[src/hw/swrc_consts.svh]
// constants for the sleep, wake and reset-cause block
`ifndef SWRC_CONSTS_SVH
`define SWRC_CONSTS_SVH

`define SWRC_CLK_HZ 64'd20000000
`define SWRC_T_HOLD_NS 64'd10000
`define SWRC_T_POR_US 64'd18000
`define SWRC_T_WDT_US 64'd18000
`define SWRC_HOLD_CYC ((`SWRC_T_HOLD_NS * `SWRC_CLK_HZ + 64'd999999999) / 64'd1000000000)
`define SWRC_POR_CYC ((`SWRC_T_POR_US * `SWRC_CLK_HZ + 64'd999999) / 64'd1000000)
`define SWRC_WDT_CYC ((`SWRC_T_WDT_US * `SWRC_CLK_HZ) / 64'd1000000)

`define SWRC_ADDR_CTRL 4'h0
`define SWRC_ADDR_STATUS 4'h1
`define SWRC_ADDR_WDT 4'h2
`define SWRC_ADDR_CAPT 4'h3

`define SWRC_CTRL_WDT_EN 0
`define SWRC_CTRL_PIN_WAKE_EN 1
`define SWRC_CTRL_CMP_WAKE_EN 2
`define SWRC_CTRL_RST_FN_EN 3
`define SWRC_CTRL_RESET 4'h9

`define SWRC_ST_PD 0
`define SWRC_ST_TO 1
`define SWRC_ST_PIN 2
`define SWRC_ST_CMP 3
`define SWRC_ST_SLEEP 4

`define SWRC_WDT_PS_RESET 3'h0
`define SWRC_WATCHED_W 3

`endif

[src/hw/swrc_pkg.sv]
// types for the sleep, wake and reset-cause block
package swrc_pkg;
  typedef enum logic [2:0] {
    ST_POR_WAIT,
    ST_EXT_HELD,
    ST_HOLD,
    ST_RUN,
    ST_SLEEP
  } swrc_state_t;
endpackage : swrc_pkg

[src/hw/swrc_top.sv]
// sleep control, wake-up detection and reset-cause flags
`timescale 1ns/1ns
`include "swrc_consts.svh"
module swrc_top #(
  parameter int IO_W = 4,
  parameter logic [31:0] POR_CYCLES = 32'(`SWRC_POR_CYC),
  parameter logic [31:0] WDT_CYCLES = 32'(`SWRC_WDT_CYC)
) (
  input wire logic i_clock,
  input wire logic i_rst_b,
  input wire logic i_ce,
  input wire logic i_external_reset_pin_b,
  input wire logic [`SWRC_WATCHED_W-1:0] i_watched,
  input wire logic i_comparator_out,
  input wire logic i_sleep_exec,
  input wire logic i_clear_watchdog,
  input wire logic i_port_access,
  input wire logic [IO_W-1:0] i_io_out,
  input wire logic [IO_W-1:0] i_io_oe,
  input wire logic [3:0] i_addr,
  input wire logic [7:0] i_wdata,
  input wire logic i_wr,
  input wire logic i_rd,
  output logic [7:0] o_rdata,
  output logic [IO_W-1:0] o_io_out,
  output logic [IO_W-1:0] o_io_oe,
  output logic o_core_reset,
  output logic o_osc_enable,
  output logic o_sleeping,
  output logic o_timeout_flag,
  output logic o_powerdown_flag,
  output logic o_pin_wake_flag,
  output logic o_comparator_wake_flag,
  output logic o_external_reset_pin_out,
  output logic o_external_reset_pin_oe
);
  localparam logic [31:0] HOLD_CYCLES = 32'(`SWRC_HOLD_CYC);

  swrc_pkg::swrc_state_t state;
  swrc_pkg::swrc_state_t next_state;
  logic [31:0] hold;
  logic [31:0] next_hold;
  logic timeout_flag;
  logic powerdown_flag;
  logic pin_wake_flag;
  logic comparator_wake_flag;
  logic next_timeout_flag;
  logic next_powerdown_flag;
  logic next_pin_wake_flag;
  logic next_comparator_wake_flag;
  logic [3:0] ctrl;
  logic [2:0] wdt_prescale;
  logic [`SWRC_WATCHED_W-1:0] captured;
  logic cmp_ref;
  logic wdt_expire;
  logic wdt_clear;
  logic ext_assert;
  logic pin_change;
  logic cmp_change;
  logic running;
  logic sleep_enter;

  assign running = (state == swrc_pkg::ST_RUN);
  assign sleep_enter = running && i_sleep_exec && !ext_assert && !wdt_expire;
  assign ext_assert = ctrl[`SWRC_CTRL_RST_FN_EN] && !i_external_reset_pin_b;
  assign pin_change = ctrl[`SWRC_CTRL_PIN_WAKE_EN] && (i_watched != captured);
  assign cmp_change = ctrl[`SWRC_CTRL_CMP_WAKE_EN] && (i_comparator_out != cmp_ref);

  // watchdog is held clear whenever the core is in reset, so it cannot fire mid-hold
  assign wdt_clear = (running && i_clear_watchdog) || sleep_enter
    || (next_state != swrc_pkg::ST_RUN && next_state != swrc_pkg::ST_SLEEP);

  swrc_wdog #(
    .BASE_CYCLES(WDT_CYCLES)
  ) u_wdog (
    .i_clock(i_clock),
    .i_rst_b(i_rst_b),
    .i_ce(i_ce),
    .i_enable(ctrl[`SWRC_CTRL_WDT_EN]),
    .i_clear(wdt_clear),
    .i_prescale(wdt_prescale),
    .o_expire(wdt_expire)
  );

  always_comb
  begin
    next_state = state;
    next_hold = hold;
    next_timeout_flag = timeout_flag;
    next_powerdown_flag = powerdown_flag;
    next_pin_wake_flag = pin_wake_flag;
    next_comparator_wake_flag = comparator_wake_flag;
    unique case (state)
      swrc_pkg::ST_POR_WAIT:
      begin
        if (!ext_assert)
        begin
          next_state = swrc_pkg::ST_HOLD;
          next_hold = POR_CYCLES;
        end
      end
      swrc_pkg::ST_EXT_HELD:
      begin
        if (!ext_assert)
        begin
          next_state = swrc_pkg::ST_HOLD;
          next_hold = HOLD_CYCLES;
        end
      end
      swrc_pkg::ST_HOLD:
      begin
        if (ext_assert)
        begin
          next_state = swrc_pkg::ST_EXT_HELD;
        end
        else if (hold <= 32'h1)
        begin
          next_state = swrc_pkg::ST_RUN;
          next_hold = 32'h0;
        end
        else
        begin
          next_hold = hold - 32'h1;
        end
      end
      swrc_pkg::ST_RUN:
      begin
        if (ext_assert)
        begin
          next_state = swrc_pkg::ST_EXT_HELD;
          next_pin_wake_flag = 1'b0;
          next_comparator_wake_flag = 1'b0;
        end
        else if (wdt_expire)
        begin
          next_state = swrc_pkg::ST_HOLD;
          next_hold = HOLD_CYCLES;
          next_timeout_flag = 1'b0;
          next_pin_wake_flag = 1'b0;
          next_comparator_wake_flag = 1'b0;
        end
        else if (i_sleep_exec)
        begin
          next_state = swrc_pkg::ST_SLEEP;
          next_timeout_flag = 1'b1;
          next_powerdown_flag = 1'b0;
        end
      end
      swrc_pkg::ST_SLEEP:
      begin
        // priority when wake events coincide: pin reset, watchdog, pins, comparator
        if (ext_assert)
        begin
          next_state = swrc_pkg::ST_EXT_HELD;
          next_timeout_flag = 1'b1;
          next_powerdown_flag = 1'b0;
          next_pin_wake_flag = 1'b0;
          next_comparator_wake_flag = 1'b0;
        end
        else if (wdt_expire)
        begin
          next_state = swrc_pkg::ST_HOLD;
          next_hold = HOLD_CYCLES;
          next_timeout_flag = 1'b0;
          next_powerdown_flag = 1'b0;
          next_pin_wake_flag = 1'b0;
          next_comparator_wake_flag = 1'b0;
        end
        else if (pin_change)
        begin
          next_state = swrc_pkg::ST_HOLD;
          next_hold = HOLD_CYCLES;
          next_timeout_flag = 1'b1;
          next_powerdown_flag = 1'b0;
          next_pin_wake_flag = 1'b1;
          next_comparator_wake_flag = 1'b0;
        end
        else if (cmp_change)
        begin
          next_state = swrc_pkg::ST_HOLD;
          next_hold = HOLD_CYCLES;
          next_timeout_flag = 1'b1;
          next_powerdown_flag = 1'b0;
          next_pin_wake_flag = 1'b0;
          next_comparator_wake_flag = 1'b1;
        end
      end
    endcase
  end

  always_ff @(posedge i_clock or negedge i_rst_b)
  begin
    if (!i_rst_b)
    begin
      state <= swrc_pkg::ST_POR_WAIT;
      hold <= 32'h0;
      timeout_flag <= 1'b1;
      powerdown_flag <= 1'b1;
      pin_wake_flag <= 1'b0;
      comparator_wake_flag <= 1'b0;
    end
    else if (i_ce)
    begin
      state <= next_state;
      hold <= next_hold;
      // flags move only with the reset and sleep events above
      timeout_flag <= next_timeout_flag;
      powerdown_flag <= next_powerdown_flag;
      pin_wake_flag <= next_pin_wake_flag;
      comparator_wake_flag <= next_comparator_wake_flag;
    end
  end

  // pin reference tracks port accesses only; sleep entry does not refresh it
  always_ff @(posedge i_clock or negedge i_rst_b)
  begin
    if (!i_rst_b)
    begin
      captured <= '0;
      cmp_ref <= 1'b0;
    end
    else if (i_ce)
    begin
      if (running && i_port_access)
      begin
        captured <= i_watched;
      end
      if (sleep_enter)
      begin
        cmp_ref <= i_comparator_out;
      end
    end
  end

  always_ff @(posedge i_clock or negedge i_rst_b)
  begin
    if (!i_rst_b)
    begin
      o_io_out <= '0;
      o_io_oe <= '0;
    end
    else if (i_ce && next_state != swrc_pkg::ST_SLEEP)
    begin
      o_io_out <= i_io_out;
      o_io_oe <= i_io_oe;
    end
  end

  always_ff @(posedge i_clock or negedge i_rst_b)
  begin
    if (!i_rst_b)
    begin
      o_core_reset <= 1'b1;
      o_osc_enable <= 1'b1;
      o_sleeping <= 1'b0;
      o_timeout_flag <= 1'b1;
      o_powerdown_flag <= 1'b1;
      o_pin_wake_flag <= 1'b0;
      o_comparator_wake_flag <= 1'b0;
      o_external_reset_pin_out <= 1'b0;
      o_external_reset_pin_oe <= 1'b0;
    end
    else if (i_ce)
    begin
      o_core_reset <= (next_state != swrc_pkg::ST_RUN) && (next_state != swrc_pkg::ST_SLEEP);
      o_osc_enable <= (next_state != swrc_pkg::ST_SLEEP);
      o_sleeping <= (next_state == swrc_pkg::ST_SLEEP);
      o_timeout_flag <= next_timeout_flag;
      o_powerdown_flag <= next_powerdown_flag;
      o_pin_wake_flag <= next_pin_wake_flag;
      o_comparator_wake_flag <= next_comparator_wake_flag;
      // the block never pulls the reset pin, whatever the reset source
      o_external_reset_pin_out <= 1'b0;
      o_external_reset_pin_oe <= 1'b0;
    end
  end

  // configuration survives every reset but power-up
  always_ff @(posedge i_clock or negedge i_rst_b)
  begin
    if (!i_rst_b)
    begin
      ctrl <= `SWRC_CTRL_RESET;
      wdt_prescale <= `SWRC_WDT_PS_RESET;
    end
    else if (i_ce && i_wr)
    begin
      if (i_addr == `SWRC_ADDR_CTRL)
      begin
        ctrl <= i_wdata[3:0];
      end
      if (i_addr == `SWRC_ADDR_WDT)
      begin
        wdt_prescale <= i_wdata[2:0];
      end
    end
  end

  always_ff @(posedge i_clock or negedge i_rst_b)
  begin
    if (!i_rst_b)
    begin
      o_rdata <= 8'h00;
    end
    else if (i_ce)
    begin
      o_rdata <= 8'h00;
      if (i_rd)
      begin
        unique case (i_addr)
          `SWRC_ADDR_CTRL: o_rdata <= {4'h0, ctrl};
          `SWRC_ADDR_STATUS:
          begin
            o_rdata[`SWRC_ST_PD] <= powerdown_flag;
            o_rdata[`SWRC_ST_TO] <= timeout_flag;
            o_rdata[`SWRC_ST_PIN] <= pin_wake_flag;
            o_rdata[`SWRC_ST_CMP] <= comparator_wake_flag;
            o_rdata[`SWRC_ST_SLEEP] <= (state == swrc_pkg::ST_SLEEP);
          end
          `SWRC_ADDR_WDT: o_rdata <= {5'h00, wdt_prescale};
          `SWRC_ADDR_CAPT: o_rdata <= {5'h00, captured};
          default: o_rdata <= 8'h00;
        endcase
      end
    end
  end
endmodule : swrc_top

[src/hw/swrc_wdog.sv]
// watchdog counter with power-of-two prescale
`timescale 1ns/1ns
`include "swrc_consts.svh"
module swrc_wdog #(
  parameter logic [31:0] BASE_CYCLES = 32'(`SWRC_WDT_CYC)
) (
  input wire logic i_clock,
  input wire logic i_rst_b,
  input wire logic i_ce,
  input wire logic i_enable,
  input wire logic i_clear,
  input wire logic [2:0] i_prescale,
  output logic o_expire
);
  logic [31:0] count;
  logic [31:0] limit;

  assign limit = (BASE_CYCLES << i_prescale) - 32'h1;

  always_ff @(posedge i_clock or negedge i_rst_b)
  begin
    if (!i_rst_b)
    begin
      count <= 32'h0;
      o_expire <= 1'b0;
    end
    else if (i_ce)
    begin
      o_expire <= 1'b0;
      if (i_clear || !i_enable)
      begin
        count <= 32'h0;
      end
      else if (count >= limit)
      begin
        // restart so an ignored expiry repeats one period later
        count <= 32'h0;
        o_expire <= 1'b1;
      end
      else
      begin
        count <= count + 32'h1;
      end
    end
  end
endmodule : swrc_wdog

[config.mk]
export PLATFORM = sky130hd
export DESIGN_NAME = swrc_top
export DESIGN_NICKNAME = d
export VERILOG_FILES = /design/src/hw/swrc_pkg.sv /design/src/hw/swrc_top.sv /design/src/hw/swrc_wdog.sv
export VERILOG_INCLUDE_DIRS = /design/src /design/src/hw
export SDC_FILE = /design/constraint.sdc
export NUM_CORES = 1
export LEC_CHECK = 0
export ABC_AREA = 0
export BUFFER_PORTS_ARGS = -buffer_cell sky130_fd_sc_hd__buf_2
export CAP_MARGIN = 15
export CORE_MARGIN = 2
export CORE_UTILIZATION = 26
export DETAILED_ROUTE_END_ITERATION = 7
export GPL_TIMING_DRIVEN = 0
export SYNTH_ARGS = -nofsm -noshare
export SYNTH_HDL_FRONTEND = slang
export SYNTH_SLANG_ARGS = --single-unit
[constraint.sdc]
create_clock -name i_clock -period 4.65 [get_ports i_clock]
set_input_delay 0.93 -clock i_clock [delete_from_list [all_inputs] [get_ports i_clock]]
set_output_delay 0.93 -clock i_clock [all_outputs]
set_load 0.005 [all_outputs]
== Word level (Yosys, flattened, before mapping) ==
Index checks and enable logic that the tools add are counted.
Operators by class
  shift-type cells: 1
  $add $sub $neg: 3
  multiplexer cells: 54
  order comparisons: 2
  reductions and logical operators: 30
  eq/ne operators: 24
Operators with widths (number)
  2-to-1 mux 32 bit: 12
  case mux 32 bit (5 select lines): 1
  subtractor 32 x 1 -> 32 bit (second input constant): 2
  adder 32 x 1 -> 32 bit (second input constant): 1
  greater-or-equal comparator 32 bit: 1
  less-or-equal comparator 32 x 1 -> 1 bit (second input constant): 1
  << shifter 19 x 3 -> 32 bit (first input constant): 1
  2-to-1 mux 3 bit: 10
  2-to-1 mux 1 bit: 24
  case mux 5 bit (4 select lines): 1
  inequality test 2 bit (second input constant): 7
  case mux 3 bit (4 select lines): 1
  logical AND 1 bit: 11
  inequality test 3 x 2 -> 1 bit (second input constant): 3
  equality test 4 x 2 -> 1 bit (second input constant): 2
  case mux 1 bit (2 select lines): 4
  AND reduction 2 bit: 4
  AND reduction 8 bit: 1
  equality test 3 x 2 -> 1 bit (second input constant): 2
  equality test 3 bit (second input constant): 2
  AND reduction 6 bit: 1
  2-to-1 mux 5 bit: 1
  inequality test 5 x 4 -> 1 bit (second input constant): 1
  AND reduction 5 bit: 1
  other kinds (14): 19
Storage, ports and cells
  bits of input ports: 33
  word-level logic and storage cells: 132
  flip-flop bits (word level): 102

== Depth between registers and ports, before layout ==
Gate-level depths: netlist (run 1).
  word-level depth: 12
  depth in mapped cells: 17
  mapped depth without buffers: 14

== By module ==
A second synthesis (run 1) with hierarchy kept.
Unflattened totals
  cells, all modules: 698
  area total of the unflattened synthesis: 6391.1 µm²
By module, submodules not included
  swrc_top: area an instance 3729.8 µm², instances 1, cells an instance 389
  swrc_wdog: area an instance 2661.3 µm², instances 1, cells an instance 309

== Worst setup path before layout (run 1) ==
OpenSTA, ideal clock, no wires.
  path type: flip-flop to flip-flop
  from: register wdt_prescale[1]
  to: register u_wdog.count[25]
  path slack: 0.947 ns
  required time: 4.581 ns
  library setup time: 0.069 ns
  arrival: 3.634 ns
  clock period less this slack: 3.703 ns
  path buffers: 2
  cell stages (with the launch flop): 17
  path through: dfrtp_1 clkbuf_1 inv_1 ha_1 nor2b_1 nand2_1 xnor2_1 a21o_1 ha_1 a211oi_1 nand2_1 a211oi_1 a21oi_1 or3_1 buf_2 or4_1 nand3_1
On the way
  longest elaborated chain between the ends: 5
RTL lines
  start: declaration: RTL line swrc_top.sv:52  | logic [2:0] wdt_prescale;
  start signal: assignment: RTL line swrc_top.sv:284  | wdt_prescale <= `SWRC_WDT_PS_RESET;
  start signal: assignment: RTL line swrc_top.sv:294  | wdt_prescale <= i_wdata[2:0];
  << shifter 19 x 3 -> 32 bit: RTL line swrc_wdog.sv:18  | assign limit = (BASE_CYCLES << i_prescale) - 32'h1;
  subtractor 32 x 1 -> 32 bit: RTL line swrc_wdog.sv:18
  greater-or-equal comparator 32 bit: RTL line swrc_wdog.sv:34  | else if (count >= limit)
  2-to-1 mux 32 bit: RTL line swrc_wdog.sv:34
  2-to-1 mux 32 bit: RTL line swrc_wdog.sv:30  | if (i_clear || !i_enable)
  end signal: assignment: RTL line swrc_wdog.sv:42  | count <= count + 32'h1;
  end: declaration: RTL line swrc_wdog.sv:15  | logic [31:0] count;
Every way passes these cells.
A chain may end at the register's enable or synchronous reset.

== Final worst setup path (run 1) ==
  from: register wdt_prescale[1]
  to: register u_wdog.count[21]
The elaborated chain is that of the path after synthesis.

==> metrics.txt, run 1 <==
status finished, final reports clean; Slew Viols, Final 0; Post-Place Cell Area ~6600 um^2; FF/Latch Area 2485 um^2; Crit Path Max Fanout 10; share of layout cells above drive strength 1 ~16%; TritonRoute pass-1 iters 5; Yosys warnings 0; Critical Path Sink Type register; setup violators final 0; Setup TNS 0 ns; Required @ worst endpoint 4.93 ns; largest net degree at the start of global routing 54; IR drop worst, VDD ~0.20 mV; slew margin rel. 42.22%; vias in the first global route 4840; Post-synth EDFFs 0; DP HPWL approximately 11 mm; Multi-input gate area 3297 um^2; register area share after synthesis 41.39%; max_cap viols 0; FP Rows 55; RSZ-0062 raised after global routing false; Critical Path AT 4.45 ns; Worst Max-Slew Pin Slew about 0.86 ns; WHS Path Cells 1; TritonCTS Sinks 99; diodes inserted 0; Critical R2R Capture u_wdog.count[21]; Hold Crit Endpoint o_rdata[4]; Fmax 239.8 MHz; port bufs 47; Startpoint Class register; Initial DRC Count 259; Yosys top cell area share about two fifths; via count 5041; CTS H-tree depth 3; first-pass GRT wire length roughly 25 mm; Setup CP Type reg2reg; Pleak 2.991 nW; crit share post-route 89.66%; detailed-route wire length 15.31 mm; worst path bufs/invs 3; synth top area cells dfrtp_1 (39%), ha_1 (6.3%), nand2_1 (4.1%); fin area between 6000 and 7000 um^2; R2R Setup Slk 0.48 ns; core area 22640 um^2; hold crit path type reg2reg; drc violations 0; Reg clk slew, reported paths 0.07 ns; number of CTS-inserted buffers 9; fill cell count between 2000 and 2500; #FFs+latches synth 99; Starting Density 26.52%; via/cell ratio approximately 5; Die W 156.0 um; initial antenna violation count 1; Final Skew 0.008867 ns; Final #Nets 777; CTS tree yes; Worst R2R Start wdt_prescale[1]; R2R depth 16; CP cell instances clkbuf_2 -> inv_1 -> ha_1 -> nor2b_1 -> nand2_1 -> xnor2_1 -> a21o_1 -> ha_1 -> a211oi_1 -> nand2_1 -> a211oi_1 -> a21oi_1 -> or3_1 -> buf_2 -> or4_1 -> nand3_1; Syn Area/Cell 9.222 um^2; die area 24320 um^2; DR WL/cell about 15 um; Pwr Density slightly below 400 nW/um^2; Yosys top cell by area dfrtp_1; Worst path top cell family by delay simple AND/OR/NAND/NOR gates; placer congestion estimate 0.7968; Syn Inst Count approximately 650; Tmin final ~4.2 ns; Root Driver clkbuf_16; CP max stage cell or4_1; Total GRT Usage about an eighth; top_reg_cell synth dfrtp_1; total gr overflow 0; post-route ant nets 0; Synth cell types 62; # IOs 58; Synth-to-Final Area Change 15.03%; clk_lat worst skew 0.35 ns; Synth top cells by count dfrtp_1 (93), nand2_1 (66), nor2_1 (56); mapped cell area 6003 um^2; Die Ht approximately 160 um; postcts setup bufs 0; hold_sp o_rdata[4]; share of flip-flops with an asynchronous set or reset between 90% and 100%; Bufs on Longest Clock Path 2; most frequent cell after synthesis dfrtp_1; max incr delay on CP 0.51 ns; Final Hold Fails 0
==> where the power goes <==
group	internal (W)	switching (W)	leakage (nW)	total (W)
clock	0.000365	0.000322	0.125	0.000687
sequential	0.000992	0.000134	1.29	0.00113
combinational	0.000339	0.000502	1.57	0.000841
total	0.00170	0.000959	2.99	0.00265
==> cells by family after synthesis <==
logic type / count (synthesis) / synth area share, %
and+or+nand+nor: 259 / 22.13
AOI/OAI and AO/OA: 165 / 18.28
DFF: 99 / 41.39
buffers and inverters: 54 / 4.043
adders and majority gates: 30 / 6.253
muxes: 25 / 5.211
xor gates and xnor gates: 18 / 2.626
other: 1 / 0.06247
==> per-layer routing <==
layer	vias up	routed length [um]	global-route usage, %
li1	2502	-	-
met5	-	0	0
met3	19	549	2.389
met1	2424	7332	16.80
met2	96	7096	21.43
met4	0	332	5.024
==> cell type report <==
class | count | area share (%)
timing repair buffer | 48 | 3.841
tap | 285 | 5.164
multi-input combinational | 502 | 47.74
clock buffer | 14 | 3.533
buffer | 33 | 2.392
sequential | 99 | 35.98
clock inverter | 2 | 0.1993
inverter | 21 | 1.142
==> through the flow <==
step                setup slack, ns  power [W]  hold slack [ns]  instances  utilization [%]
finish                       0.4807   0.002655           0.4835       1004            30.50
global route                 0.2227   0.002823           0.5057       1004            30.50
CTS                          0.2186   0.002668           0.4863       1004            30.47
detailed placement           0.2447   0.001973           0.4707        988            29.33
global placement             0.2190   0.001956           0.4634        987            29.20
floorplan                    0.9475   0.001702           0.4650        655                -
==> registers in the layout (all words and copies together) (netlist names) <==
name / count
ctrl: 4
o_comparator_wake_flag: 1
o_rdata: 5
wdt_prescale: 3
state: 3
o_core_reset: 1
o_timeout_flag: 1
o_osc_enable: 1
cmp_ref: 1
o_powerdown_flag: 1
o_sleeping: 1
hold: 32
o_io_oe: 4
o_io_out: 4
captured: 3
o_pin_wake_flag: 1
u_wdog.o_expire: 1
u_wdog.count: 32
==> repair_timing <==
| item | 4_1_cts | 5_1_grt |
|---|---|---|
| endpoints found under the hold margin | 0 | 0 |
| hold buffers | 0 | 0 |
| gates resized for setup | 0 | 3 |
| endpoints found under the setup margin | 0 | 10 |
==> worst max path at each step <==
stage / cells after the start / slack [ns] / start / endpoint
final: 16 / 0.48 / wdt_prescale[1] / u_wdog.count[21]
after global placement: 16 / 0.22 / wdt_prescale[1] / u_wdog.count[18]
after CTS: 16 / 0.22 / wdt_prescale[1] / u_wdog.count[15]
after global routing: 16 / 0.22 / wdt_prescale[1] / u_wdog.count[23]
after floorplan: 16 / 0.95 / wdt_prescale[1] / u_wdog.count[25]
after detailed placement: 16 / 0.24 / wdt_prescale[1] / u_wdog.count[15]
==> cell usage in the layout, fill, tap and decap left out, types with 7 or more instances in the layout <==
master,instances
nand2_1,66
nor2_1,56
o2bb2ai_1,16
nand2b_1,8
dfrtp_1,93
nor2b_1,13
xnor2_1,8
nor4_1,10
xor2_1,10
and3_1,9
inv_1,21
or3_1,8
nand3_1,28
o21ai_1,7
nor3_1,20
clkbuf_1,27
o21ai_0,42
mux2_2,20
buf_4,7
a21oi_1,35
a22o_1,12
buf_2,48
nand4_1,10
ha_1,30
clkbuf_16,9
No activity file was read; power rests on OpenSTA's default activity.
==> run 2, diff against run 1 <==
--- a/config.mk
+++ b/config.mk
@@ -13,6 +13,7 @@
 export CORE_UTILIZATION = 26
 export DETAILED_ROUTE_END_ITERATION = 7
 export GPL_TIMING_DRIVEN = 0
+export PLACE_DENSITY = 0.38
 export SYNTH_ARGS = -nofsm -noshare
 export SYNTH_HDL_FRONTEND = slang
 export SYNTH_SLANG_ARGS = --single-unit
==> metrics.txt, run 2 (same netlist as run 1, synthesis figures left out) <==
sequential share of power 41.2%; max_cap viols 0; commonest non-fill, non-tap cells in the layout dfrtp_1 (93), nand2_1 (66), nor2_1 (56); CTS H-tree depth 3; DP HPWL 12.49 mm; combinational cell fraction of total power 31.1%; RSZ-0062 raised after global routing false; Critical Path Sink Type register; Worst path top cell family by delay simple AND/OR/NAND/NOR gates; Hold Crit Endpoint o_sleeping; slew margin rel. a little under half; crit share post-route about 90%; initial antenna violation count 0; worst path bufs/invs 3; # IOs 58; dpl ws around 0.13 ns; DR WL/cell between 15 and 20 um; detailed-route wire length 16.76 mm; Starting Density 26.52%; Setup TNS 0 ns; Final WS setup 0.3656 ns; Worst Max-Slew Pin Slew 0.8028 ns; sw frac 35.94%; Switch Pwr slightly below 0.001 W; TritonRoute pass-1 iters 4; Clk pwr share 27.7%; Final #Nets 777; Worst R2R Start wdt_prescale[1]; Final Hold Fails 0; FP Rows 55; Synth-to-Final Area Change 15.57%; Crit Path Max Fanout 10; placer congestion estimate 0.8082; port bufs 47; via count 5126; biggest registers after layout hold: 32 flops, u_wdog.count: 32 flops, o_rdata: 5 flops; Total GRT Usage between 10% and 20%; Critical R2R Capture u_wdog.count[25]; R2R depth 16; first-pass GRT wire length around 28 mm; IR drop worst, VDD approximately 0.18 mV; core area 22640 um^2; hold_sp o_sleeping; Final Util 30.64%; Die Ht ~160 um; post-route ant nets 0; Root Driver clkbuf_16; Startpoint Class register; share of layout cells above drive strength 1 16.41%; Setup CP Type reg2reg; total gr overflow 0; CP max stage cell or4_1; Critical Path AT about 4.6 ns; Required @ worst endpoint 4.94 ns; Fmax 233.4 MHz; Pwr Density around 400 nW/um^2; clk_lat worst skew about 0.35 ns; Slew Viols, Final 0; Tmin final 4.284 ns; setup violators final 0; Bufs on Longest Clock Path 2; R2R Setup Slk 0.37 ns; most common cell after layout, fill and taps aside dfrtp_1; Reg clk slew, reported paths 0.07 ns; CTS tree yes; diodes inserted 0; die area 24320 um^2; status finished, final reports clean; vias in the first global route 5148; CP cell instances clkbuf_2 -> inv_1 -> ha_1 -> nor2b_1 -> nand2_1 -> xnor2_1 -> a21o_1 -> ha_1 -> a211oi_1 -> nand2_1 -> a211oi_1 -> a21oi_1 -> or3_1 -> buf_2 -> or4_1 -> nand3_1; drc violations 0; Initial DRC Count 300; TritonCTS Sinks just under 100; Internal about 0.0018 W; max incr delay on CP 0.52 ns; largest net degree at the start of global routing 60; hold crit path type reg2reg; cts hold-fix bufs 0; WHS Path Cells 1; via/cell ratio around 5.1; number of CTS-inserted buffers 9; Die W 156.0 um; Final Skew 0.009221 ns; Pleak 3.017 nW
## run 2: cell types whose count changed in the layout (fill, tap and decap cells not counted), sizes merged
cell / change
clkinvlp: +1
clkbuf: +1
clkinv: -2
## run 2: worst max-delay path by stage
stage | depth (start not counted) | start | end | slack, ns
CTS | 16 | wdt_prescale[1] | u_wdog.count[18] | 0.11
detailed placement | 16 | wdt_prescale[1] | u_wdog.count[25] | 0.13
finish | 16 | wdt_prescale[1] | u_wdog.count[25] | 0.37
global route | 17 | wdt_prescale[1] | u_wdog.count[8] | 0.03
global placement | 16 | wdt_prescale[1] | u_wdog.count[19] | 0.17
floorplan | 16 | wdt_prescale[1] | u_wdog.count[25] | 0.95
## run 2: stage by stage
stage                     instances  cell area (um^2)  hold WS, ns  total power, W
final                          1004              6938       0.4847        0.002737
after global routing           1004              6938       0.4985        0.002936
after CTS                      1004              6935       0.4919        0.002771
after detailed placement        988              6640       0.4655        0.001996
after global placement          987              6610       0.4688        0.001981
after floorplan                 655              6018       0.4650        0.001702
## run 2: area by class of cell
class / instances / area (um^2)
buffer: 33 / 166.4
clock buffer: 15 / 287.8
clock inverter: 1 / 7.507
fill: 2377 / 15700
inverter: 21 / 78.83
multi-input combinational: 502 / 3291
sequential: 99 / 2485
tap: 285 / 356.6
timing repair buffer: 48 / 265.3
## run 2: layer usage
layer / share of wire, % / vias to the layer above / global-route usage (%)
li1: - / 2496 / -
met1: 50 / 2511 / 20.99
met2: 44 / 103 / 22.21
met3: 4.7 / 16 / 1.750
met4: 1.6 / 0 / 4.980
met5: 0 / - / 0
## run 2: power groups by stage
stage / Sequential, W / Combinational [W] / Clock (W)
after floorplan: 0.00110 / 0.000598 / 0
after global placement: 0.00114 / 0.000843 / 0
after detailed placement: 0.00114 / 0.000853 / 0
after CTS: 0.00113 / 0.000857 / 0.000787
after global routing: 0.00115 / 0.000968 / 0.000820
final: 0.00113 / 0.000850 / 0.000758
## run 2: repair_timing
| item | 4_1_cts | 5_1_grt |
|---|---|---|
| endpoints found under the setup margin | 0 | 21 |
| resized for setup | 0 | 4 |
| endpoints found under the hold margin | 0 | 0 |
| setup buffers | 0 | 0 |
